[src/rtl/fcr_pkg.sv]
// Register map, field layout, timing constants and types of the channel fault response block.
`default_nettype none
package fcr_pkg;
   // Byte addresses on the register bus.
   localparam logic [7:0] ADR_OT = 8'h00;
   localparam logic [7:0] ADR_UT = 8'h04;
   localparam logic [7:0] ADR_VOV = 8'h08;
   localparam logic [7:0] ADR_VUV = 8'h0c;
   localparam logic [7:0] ADR_TON = 8'h10;
   localparam logic [7:0] ADR_RDLY = 8'h14;
   localparam logic [7:0] ADR_RCNT = 8'h18;
   localparam logic [7:0] ADR_CTRL = 8'h1c;
   localparam logic [7:0] ADR_OFFDLY = 8'h20;
   localparam logic [7:0] ADR_FLAGS = 8'h24;
   localparam logic [7:0] ADR_EVT = 8'h28;
   localparam logic [7:0] ADR_MASK = 8'h2c;
   localparam logic [7:0] ADR_STATE = 8'h30;

   // Fault response byte layout.
   localparam int ACT_HI = 7;
   localparam int ACT_LO = 6;
   localparam int RTY_HI = 5;
   localparam int RTY_LO = 3;
   localparam logic [2:0] DGL_FIXED = 3'h0;
   localparam logic [1:0] ACT_CONTINUE = 2'h0;
   localparam logic [2:0] RTY_NONE = 3'h0;
   localparam logic [2:0] RCNT_INFINITE = 3'h7;

   // Fault inputs and event bits.
   localparam int NF = 5;
   localparam int F_OT = 0;
   localparam int F_UT = 1;
   localparam int F_VOV = 2;
   localparam int F_VUV = 3;
   localparam int F_TON = 4;
   localparam int EV_SHUT = 5;
   localparam int EV_RESTART = 6;
   localparam int EV_HOLD = 7;

   // Reset values.
   localparam logic [7:0] RESP_RST = 8'h00;
   localparam logic [23:0] RDLY_RST = 24'h000000;
   localparam logic [2:0] RCNT_RST = 3'h0;
   localparam logic CTRL_RST = 1'b0;
   localparam logic [15:0] OFFDLY_RST = 16'h0000;
   localparam logic [7:0] MASK_RST = 8'h00;

   // Timing.
   localparam int CLK_HZ = 25_000_000;
   localparam int QUIET_S = 6;
   localparam int QUIET_CYCLES = QUIET_S * CLK_HZ;
   localparam int RETRY_QUANTUM_US = 200;
   localparam int RETRY_HALF_US = RETRY_QUANTUM_US / 2;
   localparam int RETRY_MAX_US = 13_100_000;
   localparam int RETRY_MAX_QUANTA = RETRY_MAX_US / RETRY_QUANTUM_US;
   localparam logic [7:0] SHARE_TICKS_PER_QUANTUM = 8'h14;

   typedef struct packed {
      logic byte_temp;
      logic byte_high;
      logic word_input;
      logic word_outv;
      logic ot;
      logic ut;
      logic vin_ov;
      logic vin_uv;
      logic ton_max;
   } fcr_flags_t;

   typedef enum logic [2:0] {ST_OFF, ST_ON, ST_OFFSEQ, ST_WAIT, ST_HOLD} fcr_state_t;
endpackage
`default_nettype wire

[src/rtl/fcr_core.sv]
// Channel fault response and retry logic with a classic Wishbone register slave.
`default_nettype none
// What this block does
// - Temperature fault sets byte summary and detail flags, input fault sets word and detail flags; alert goes low.
// - Action field 00b: channel keeps running through the fault.
// - Action 01b-11b: shut down now, or sequence off after turn-off delay if tracking.
// - After a fault shutdown the retry field decides whether to restart.
// - Retry field 000b: no restart, output stays disabled.
// - Nonzero retry: restart up to global count unless commanded off, unbiased or refaulted.
// - Retry fields and global count are sampled only when the channel is commanded on from off.
// - Deglitch field is fixed at 000b; faults act without filtering.
// - Startup timeout fault sets high-byte, output-voltage and timeout flags; alert goes low.
// - Retry interval is counted only in shared timebase ticks.
// - Effective retry interval is clamped to 13.1 seconds.
// - Effective retry interval is rounded to nearest 200 microseconds.
// - Retry interval reads back exactly what was written.
// - Global count 0 means none, 1-6 that many, 7 unlimited.
// - Retry budget restores after 6 s unfaulted, or on off-then-on command.
module fcr_core #(
   parameter int unsigned QUIET_CYCLES = fcr_pkg::QUIET_CYCLES
) (
   input wire logic clk_i,
   input wire logic rst_i,
   input wire logic cyc_i,
   input wire logic stb_i,
   input wire logic we_i,
   input wire logic [7:0] adr_i,
   input wire logic [3:0] sel_i,
   input wire logic [31:0] dat_i,
   output logic [31:0] dat_o,
   output logic ack_o,
   input wire logic share_clk_i,
   input wire logic [4:0] fault_i,
   input wire logic on_cmd_i,
   input wire logic bias_ok_i,
   output logic chan_en_o,
   output logic seq_off_o,
   output logic turn_on_start_o,
   output logic host_alert_n_o,
   output logic irq_o,
   output var fcr_pkg::fcr_flags_t flags_o
);

   function automatic logic [4:0] resp_sel(input logic [7:0] a);
      resp_sel = {a == fcr_pkg::ADR_TON, a == fcr_pkg::ADR_VUV, a == fcr_pkg::ADR_VOV,
                  a == fcr_pkg::ADR_UT, a == fcr_pkg::ADR_OT};
   endfunction

   function automatic logic [31:0] merge(input logic [31:0] old, input logic [31:0] nw, input logic [3:0] sel);
      for (int b = 0; b < 4; b++) begin
         merge[8*b +: 8] = sel[b] ? nw[8*b +: 8] : old[8*b +: 8];
      end
   endfunction

   logic [7:0] resp_cfg [0:4];
   logic [23:0] retry_delay;
   logic [2:0] retry_count;
   logic track_en;
   logic [15:0] off_delay;
   fcr_pkg::fcr_flags_t flags;
   fcr_pkg::fcr_flags_t flag_set;
   logic [7:0] evt;
   logic [7:0] evt_set;
   logic [7:0] mask;
   logic [31:0] rdata;
   logic [31:0] wm;
   logic [4:0] rsel;
   logic wb_hit;
   logic wr;
   logic rd;

   fcr_pkg::fcr_state_t st;
   fcr_pkg::fcr_state_t next_st;
   logic [4:0] act_nz;
   logic [4:0] rty_nz;
   logic [4:0] rty_snap;
   logic [4:0] trip;
   logic [4:0] cause;
   logic [4:0] fault_q;
   logic [2:0] retry_left;
   logic [2:0] cnt_snap;
   logic inf_snap;
   logic pend_retry;
   logic stop;
   logic trip_any;
   logic budget_ok;
   logic retry_go;
   logic other_fault;
   logic off_done;
   logic wait_done;
   logic restart;
   logic [31:0] quiet_cnt;
   logic [7:0] tick_cnt;
   logic [15:0] quanta_cnt;
   logic [15:0] off_cnt;
   logic [15:0] retry_quanta;
   logic [24:0] rnd_sum;
   logic [24:0] rnd_q;
   logic sh_meta;
   logic sh_sync;
   logic sh_prev;
   logic tick;

   // Register bus: one wait state, so ack rises on the edge after the request is seen.
   assign wb_hit = cyc_i & stb_i & ~ack_o;
   assign wr = wb_hit & we_i;
   assign rd = wb_hit & ~we_i;
   assign rsel = resp_sel(adr_i);

   always_ff @(posedge clk_i) begin
      if (rst_i) begin
         ack_o <= 1'b0;
      end else begin
         ack_o <= wb_hit;
      end
   end

   always_comb begin
      rdata = 32'h0000_0000;
      for (int i = 0; i < fcr_pkg::NF; i++) begin
         if (rsel[i]) begin
            rdata = {24'h000000, resp_cfg[i]};
         end
      end
      case (adr_i)
         fcr_pkg::ADR_RDLY: rdata = {8'h00, retry_delay};
         fcr_pkg::ADR_RCNT: rdata = {29'h0000_0000, retry_count};
         fcr_pkg::ADR_CTRL: rdata = {31'h0000_0000, track_en};
         fcr_pkg::ADR_OFFDLY: rdata = {16'h0000, off_delay};
         fcr_pkg::ADR_FLAGS: rdata = {23'h000000, flags};
         fcr_pkg::ADR_EVT: rdata = {24'h000000, evt};
         fcr_pkg::ADR_MASK: rdata = {24'h000000, mask};
         fcr_pkg::ADR_STATE: rdata = {21'h000000, retry_left, 5'h00, st == fcr_pkg::ST_HOLD, seq_off_o, chan_en_o};
         default: ;
      endcase
   end

   assign wm = merge(rdata, dat_i, sel_i);

   always_ff @(posedge clk_i) begin
      if (rst_i) begin
         dat_o <= 32'h0000_0000;
      end else if (rd) begin
         dat_o <= rdata;
      end
   end

   always_ff @(posedge clk_i) begin
      if (rst_i) begin
         for (int i = 0; i < fcr_pkg::NF; i++) begin
            resp_cfg[i] <= fcr_pkg::RESP_RST;
         end
         retry_delay <= fcr_pkg::RDLY_RST;
         retry_count <= fcr_pkg::RCNT_RST;
         track_en <= fcr_pkg::CTRL_RST;
         off_delay <= fcr_pkg::OFFDLY_RST;
         mask <= fcr_pkg::MASK_RST;
      end else if (wr) begin
         for (int i = 0; i < fcr_pkg::NF; i++) begin
            if (rsel[i]) begin
               // The deglitch bits never store what was written.
               resp_cfg[i] <= {wm[fcr_pkg::ACT_HI:fcr_pkg::RTY_LO], fcr_pkg::DGL_FIXED};
            end
         end
         case (adr_i)
            fcr_pkg::ADR_RDLY: retry_delay <= wm[23:0];
            fcr_pkg::ADR_RCNT: retry_count <= wm[2:0];
            fcr_pkg::ADR_CTRL: track_en <= wm[0];
            fcr_pkg::ADR_OFFDLY: off_delay <= wm[15:0];
            fcr_pkg::ADR_MASK: mask <= wm[7:0];
            default: ;
         endcase
      end
   end

   // Status flags: hardware sets beat a same-cycle write-one-to-clear.
   always_comb begin
      flag_set = '0;
      flag_set.ot = fault_i[fcr_pkg::F_OT];
      flag_set.ut = fault_i[fcr_pkg::F_UT];
      flag_set.vin_ov = fault_i[fcr_pkg::F_VOV];
      flag_set.vin_uv = fault_i[fcr_pkg::F_VUV];
      flag_set.byte_temp = fault_i[fcr_pkg::F_OT] | fault_i[fcr_pkg::F_UT];
      flag_set.word_input = fault_i[fcr_pkg::F_VOV] | fault_i[fcr_pkg::F_VUV];
      flag_set.ton_max = fault_i[fcr_pkg::F_TON];
      flag_set.byte_high = fault_i[fcr_pkg::F_TON];
      flag_set.word_outv = fault_i[fcr_pkg::F_TON];
   end

   always_ff @(posedge clk_i) begin
      if (rst_i) begin
         flags <= '0;
      end else if (wr && adr_i == fcr_pkg::ADR_FLAGS) begin
         flags <= (flags & ~(dat_i[8:0] & {sel_i[1], {8{sel_i[0]}}})) | flag_set;
      end else begin
         flags <= flags | flag_set;
      end
   end

   assign flags_o = flags;
   assign host_alert_n_o = ~(|flags);

   // Shared timebase arrives from a pin; only the second stage feeds the edge detector.
   always_ff @(posedge clk_i) begin
      if (rst_i) begin
         sh_meta <= 1'b0;
         sh_sync <= 1'b0;
         sh_prev <= 1'b0;
      end else begin
         sh_meta <= share_clk_i;
         sh_sync <= sh_meta;
         sh_prev <= sh_sync;
      end
   end

   assign tick = sh_sync & ~sh_prev;

   // Rounded and clamped interval, recomputed from the stored value so readback stays untouched.
   assign rnd_sum = {1'b0, retry_delay} + 25'(fcr_pkg::RETRY_HALF_US);
   assign rnd_q = rnd_sum / 25'(fcr_pkg::RETRY_QUANTUM_US);
   assign retry_quanta = (rnd_q > 25'(fcr_pkg::RETRY_MAX_QUANTA)) ?
                         16'(fcr_pkg::RETRY_MAX_QUANTA) : rnd_q[15:0];

   for (genvar g = 0; g < fcr_pkg::NF; g++) begin : g_cfg
      assign act_nz[g] = resp_cfg[g][fcr_pkg::ACT_HI:fcr_pkg::ACT_LO] != fcr_pkg::ACT_CONTINUE;
      assign rty_nz[g] = resp_cfg[g][fcr_pkg::RTY_HI:fcr_pkg::RTY_LO] != fcr_pkg::RTY_NONE;
   end

   assign stop = ~on_cmd_i | ~bias_ok_i;
   assign trip = fault_i & act_nz;
   assign trip_any = |trip;
   assign budget_ok = inf_snap | (retry_left != 3'h0);
   // Any tripping fault whose retry field was zero at turn-on forbids the restart.
   assign retry_go = ((trip & ~rty_snap) == 5'h00) & budget_ok;
   assign other_fault = |(trip & ~cause);
   assign off_done = off_cnt >= off_delay;
   assign wait_done = quanta_cnt >= retry_quanta;
   assign restart = (st == fcr_pkg::ST_WAIT) & ~stop & ~other_fault & wait_done;

   always_comb begin
      next_st = st;
      unique case (st)
         fcr_pkg::ST_OFF: begin
            if (!stop) begin
               next_st = fcr_pkg::ST_ON;
            end
         end
         fcr_pkg::ST_ON: begin
            if (stop) begin
               next_st = fcr_pkg::ST_OFF;
            end else if (trip_any) begin
               next_st = track_en ? fcr_pkg::ST_OFFSEQ : (retry_go ? fcr_pkg::ST_WAIT : fcr_pkg::ST_HOLD);
            end
         end
         fcr_pkg::ST_OFFSEQ: begin
            if (stop) begin
               next_st = fcr_pkg::ST_OFF;
            end else if (off_done) begin
               next_st = (pend_retry && !other_fault) ? fcr_pkg::ST_WAIT : fcr_pkg::ST_HOLD;
            end
         end
         fcr_pkg::ST_WAIT: begin
            if (stop) begin
               next_st = fcr_pkg::ST_OFF;
            end else if (other_fault) begin
               next_st = fcr_pkg::ST_HOLD;
            end else if (wait_done) begin
               next_st = fcr_pkg::ST_ON;
            end
         end
         fcr_pkg::ST_HOLD: begin
            if (stop) begin
               next_st = fcr_pkg::ST_OFF;
            end
         end
      endcase
   end

   always_ff @(posedge clk_i) begin
      if (rst_i) begin
         st <= fcr_pkg::ST_OFF;
         chan_en_o <= 1'b0;
         seq_off_o <= 1'b0;
         turn_on_start_o <= 1'b0;
      end else begin
         st <= next_st;
         chan_en_o <= (next_st == fcr_pkg::ST_ON) || (next_st == fcr_pkg::ST_OFFSEQ);
         seq_off_o <= next_st == fcr_pkg::ST_OFFSEQ;
         turn_on_start_o <= (st != fcr_pkg::ST_ON) && (next_st == fcr_pkg::ST_ON);
      end
   end

   // Retry context: a mid-run write to the retry fields or global count waits for the next turn-on from off.
   always_ff @(posedge clk_i) begin
      if (rst_i) begin
         rty_snap <= 5'h00;
         cnt_snap <= 3'h0;
         inf_snap <= 1'b0;
         retry_left <= 3'h0;
         cause <= 5'h00;
         pend_retry <= 1'b0;
      end else begin
         if (st == fcr_pkg::ST_OFF && next_st == fcr_pkg::ST_ON) begin
            rty_snap <= rty_nz;
            cnt_snap <= retry_count;
            inf_snap <= retry_count == fcr_pkg::RCNT_INFINITE;
            retry_left <= retry_count;
         end else if (st == fcr_pkg::ST_ON && !trip_any && quiet_cnt == 32'(QUIET_CYCLES - 1)) begin
            retry_left <= cnt_snap;
         end else if (restart && !inf_snap) begin
            retry_left <= retry_left - 3'h1;
         end
         if (st == fcr_pkg::ST_ON && trip_any) begin
            cause <= trip;
            pend_retry <= retry_go;
         end else if (st == fcr_pkg::ST_OFFSEQ && other_fault) begin
            pend_retry <= 1'b0;
         end
      end
   end

   always_ff @(posedge clk_i) begin
      if (rst_i) begin
         quiet_cnt <= 32'h0000_0000;
      end else if (st != fcr_pkg::ST_ON || trip_any || quiet_cnt == 32'(QUIET_CYCLES - 1)) begin
         quiet_cnt <= 32'h0000_0000;
      end else begin
         quiet_cnt <= quiet_cnt + 32'h0000_0001;
      end
   end

   // Delay counters advance on shared ticks only, so all channels retry on a common beat.
   always_ff @(posedge clk_i) begin
      if (rst_i || st != next_st) begin
         tick_cnt <= 8'h00;
         quanta_cnt <= 16'h0000;
         off_cnt <= 16'h0000;
      end else if (tick) begin
         if (st == fcr_pkg::ST_OFFSEQ && !off_done) begin
            off_cnt <= off_cnt + 16'h0001;
         end
         if (st == fcr_pkg::ST_WAIT) begin
            if (tick_cnt == fcr_pkg::SHARE_TICKS_PER_QUANTUM - 8'h01) begin
               tick_cnt <= 8'h00;
               if (!wait_done) begin
                  quanta_cnt <= quanta_cnt + 16'h0001;
               end
            end else begin
               tick_cnt <= tick_cnt + 8'h01;
            end
         end
      end
   end

   // Interrupt events: sticky, cleared by reading the event register, a new event wins.
   always_comb begin
      evt_set = 8'h00;
      evt_set[4:0] = fault_i & ~fault_q;
      evt_set[fcr_pkg::EV_SHUT] = (st == fcr_pkg::ST_ON) && !stop && trip_any;
      evt_set[fcr_pkg::EV_RESTART] = restart;
      evt_set[fcr_pkg::EV_HOLD] = (next_st == fcr_pkg::ST_HOLD) && (st != fcr_pkg::ST_HOLD);
   end

   always_ff @(posedge clk_i) begin
      if (rst_i) begin
         fault_q <= 5'h00;
         evt <= 8'h00;
      end else begin
         fault_q <= fault_i;
         evt <= (evt & ~{8{rd && adr_i == fcr_pkg::ADR_EVT}}) | evt_set;
      end
   end

   assign irq_o = |(evt & mask);
endmodule
`default_nettype wire

[config.mk]
export PLATFORM = sky130hd
export DESIGN_NAME = fcr_core
export DESIGN_NICKNAME = d
export VERILOG_FILES = /design/src/rtl/fcr_pkg.sv /design/src/rtl/fcr_core.sv
export SDC_FILE = /design/constraint.sdc
export NUM_CORES = 1
export LEC_CHECK = 0
export ABC_CLOCK_PERIOD_IN_PS = 15500
export BUFFER_PORTS_ARGS = -buffer_cell sky130_fd_sc_hd__buf_4
export CORE_MARGIN = 3
export CORE_UTILIZATION = 27
export CTS_CLUSTER_DIAMETER = 30
export DETAILED_ROUTE_END_ITERATION = 10
export GPL_ROUTABILITY_DRIVEN = 0
export SLEW_MARGIN = 20
export SYNTH_ARGS = -nofsm -noshare
export SYNTH_HDL_FRONTEND = slang
export SYNTH_SLANG_ARGS = --single-unit
[constraint.sdc]
create_clock -name clk_i -period 15.5 [get_ports clk_i]
set_input_delay 1.55 -clock clk_i [delete_from_list [all_inputs] [get_ports clk_i]]
set_output_delay 1.55 -clock clk_i [all_outputs]
set_load 0.05 [all_outputs]
==> results.cfg <==
[placed_design]
hpwl_um = 35180
portBuffers = 86
place_ws_ps = 36.54
place_area_um2 = 16920

[die]
dieHeight_um = 240.6
rows = 85
die_x_um = 240.6
start_util_pct = 27.44
io_pins = 104
core_um2 = 54130
die-area_um2 = 57870

[timing]
setup_viol = 0
finClkSkew_ps = 47.05
hold_viol_final = 0
report.final.slew_viol_count = 0
setup_ws_ps = 708.7
tightest_slew_ps = 1044
slew_headroom_pct = 29.79
period_share_pct = 95.43
setup_tns_ps = 0
max_freq_mhz = 67.61
finalCriticalPeriod_ps = 14790

[power_and_ir_drop]
clkPwrFrac_pct = 60.9
switchingPower_mw = 0.4562
power.density_nw_per_um2 = 90.86
ir_drop_mv = 0.08268
combinationalPowerShare_pct = 5.7
pwr-share-seq_pct = 33.4
netSwitchingFraction_pct = 25.14
power.internal_mw = 1.359
power_mw = 1.815
leakagePower_nw = 7.405

[routing]
drc = 0
vias = 15268
dr.first_iter.drc_count = 1461
viasPerCell = 5.380
drtAntennaViolNets = 0
firstDrtPassIters = 8
wl_per_cell_um = 16.96
wirelength_um = 48140

[cts]
cts_sinks = 223
clk_pin_slew_worst_paths_ps = 50
numCtsBuffers = 50
cts.htree.levels = 2
cts_hold_buf = 0
cts_max_path_buffers = 3
clockRootBuffer = clkbuf_16
cts_tree = done
clk_latency_ps = 570

[layout]
final_area_um2 = 19970
layout.core_utilization_pct = 36.90
nFillCells = 5363
n_antenna_cell = 0
ff_latch_area_um2 = 4745
drive_above_1_share_pct = 26.00
multi_input_area_um2 = 10500
finalNetCount = 2199
area_growth_pct = 34.45

[yosys]
ys_seq_area_share_pct = 31.74
async_flop_share_pct = 0
synth_edf_count = 25
synth_top_cell_by_area = dfxtp_1
ys_types = 123
synthTopCellsByArea = dfxtp_1, nor2_1, edfxtp_1
avgSynthCellArea_um2 = 7.873
synth.most_common_cell = nor2_1
yosys_register_bits = 223
synth_commonest_cells = nor2_1, dfxtp_1, nand2_1
syn-cell-area_um2 = 14860
synth_cells = 1887
ys.flop_type = dfxtp_1
synth_warnings = 0
yosysTopAreaCellShare_pct = 26.68

[setup_path]
cp-start-kind = flip-flop
critPathMaxFanout = 7
cpMaxStageDelayCell = o311a_4
crit_path_max_incr_delay_ps = 450
critical_path_class = flip-flop to flip-flop
cp_data_required_time_ps = 15900
arrival_ps = 15190
end_kind = flip-flop

[global_route]
grt_overflow = 0
grt_max_degree = 94
antenna_found_initial = 0
grt_pass1_vias = 14389
track_usage_pct = 15.63
grt_pass1_wl_um = 74020

[outcome]
outcome = finished clean

[worst_hold_path]
hp-class = flip-flop to flip-flop

[job]
maxCapViolations = 0
[power by group through the flow]
stage	clock, mW	sequential [mW]	combinational (mW)
finish	1.11	0.607	0.103
global route	1.15	0.607	0.111
CTS	1.12	0.608	0.101
detailed placement	0	0.619	0.101
global placement	0	0.619	0.100
floorplan	0	0.626	0.0532
[placed cells by master, fill, tap and decap left out, types with 8 or more instances in the layout]
master | netlist | routed
xnor2_1 | 50 | 45
and2_1 | 11 | 8
nand2b_1 | 27 | 24
and3_1 | 29 | 28
a22oi_1 | 24 | 23
o22ai_1 | 20 | 14
ha_1 | 40 | 39
mux2i_1 | 27 | 24
a221oi_1 | 26 | 24
nand4_1 | 38 | 38
buf_4 | 13 | 246
edfxtp_1 | 25 | 25
dfxtp_1 | 198 | 188
inv_1 | 50 | 50
o21ai_0 | 55 | 46
xor2_1 | 60 | 59
o21ai_2 | 4 | 8
nor3_2 | 2 | 9
nor2_2 | 2 | 13
nand3_1 | 89 | 86
clkbuf_16 | 0 | 50
nor2b_1 | 27 | 26
o211ai_1 | 13 | 13
nor2_1 | 297 | 283
inv_6 | 0 | 13
a21o_1 | 13 | 13
nor4_1 | 15 | 8
a21oi_2 | 4 | 11
a21oi_1 | 145 | 132
a31oi_1 | 11 | 8
nand2_1 | 190 | 185
nor3_1 | 48 | 37
a22o_1 | 21 | 21
o21ai_1 | 14 | 16
a211oi_1 | 26 | 22
conb_1 | 1 | 8
[worst max-delay path: cells and delay by family, from the launching register on]
family                     cells  cell delay (ps)
AOI/OAI and AO/OA             43             9280
adders and majority gates      1              230
buffers and inverters          6             1040
DFF                            1              340
muxes                          1              330
and+or+nand+nor               25             3380
[logic make-up (layout without fill, tap and decap cells)]
group | Yosys count | after routing | share of synthesized area (%)
AOI/OAI and AO/OA | 500 | 500 | 24.75
DFF | 223 | 223 | 31.74
muxes | 39 | 39 | 2.813
buffers and inverters | 144 | 392 | 4.211
other | 1 | 8 | 0.02524
adders and majority gates | 44 | 44 | 3.639
xor gates and xnor gates | 110 | 110 | 6.485
and+or+nand+nor | 826 | 826 | 26.35
[stage by stage]
stage	std cells	hold slack (ps)
4_1_cts	2798	441.9
3_3_place_gp	2705	433.6
5_1_grt	2838	461.4
3_5_place_dp	2705	439.6
2_1_floorplan	1894	413.8
6_report	2838	436.3
[per-layer routing]
layer | GRT usage, % | up-vias | share of wire [%]
met1 | 20.99 | 7254 | 44
met5 | 0 | - | 0
li1 | - | 7321 | -
met4 | 5.373 | 0 | 3.2
met2 | 25.57 | 587 | 45
met3 | 2.445 | 106 | 6.9
[timing repair]
action,4_1_cts,5_1_grt
resized for setup,8,196
endpoints found under the setup margin,7,58
pin swaps,1,64
hold endpoints to repair,0,0
buffers inserted,1,40
[final cells by class]
class | instances | share of cell area (%)
repair buffers | 249 | 9.459
clock buffers | 53 | 6.371
well taps | 696 | 4.360
clock inverters | 39 | 2.537
flip-flops and latches | 223 | 23.75
multi-input cells | 1527 | 52.56
inverters | 51 | 0.9585
[flip-flops by register name, summed over array words and instances, names as in the netlist, 3 cells and up]
signal / flops
retry_count: 3
off_delay: 16
cnt_snap: 3
quanta_cnt: 16
cause: 5
dat_o: 24
st: 3
retry_delay: 24
evt: 8
quiet_cnt: 32
retry_left: 3
flags_o: 9
rty_snap: 5
resp_cfg: 25
mask: 8
fault_q: 5
tick_cnt: 8
off_cnt: 16
[final timing paths]
path                           endpoint                         start  slack [ps]  cells past startpoint
max          retry_left[0]$_SDFFE_PP0P_  retry_delay[15]$_SDFFE_PP0P_         710                     76
min                  sh_sync$_SDFF_PP0_            sh_meta$_SDFF_PP0_         440                      1
max reg2reg  retry_left[0]$_SDFFE_PP0P_  retry_delay[15]$_SDFFE_PP0P_         710                     76
min reg2reg          sh_sync$_SDFF_PP0_            sh_meta$_SDFF_PP0_         440                      1
Power figures use the tool's default switching activity.
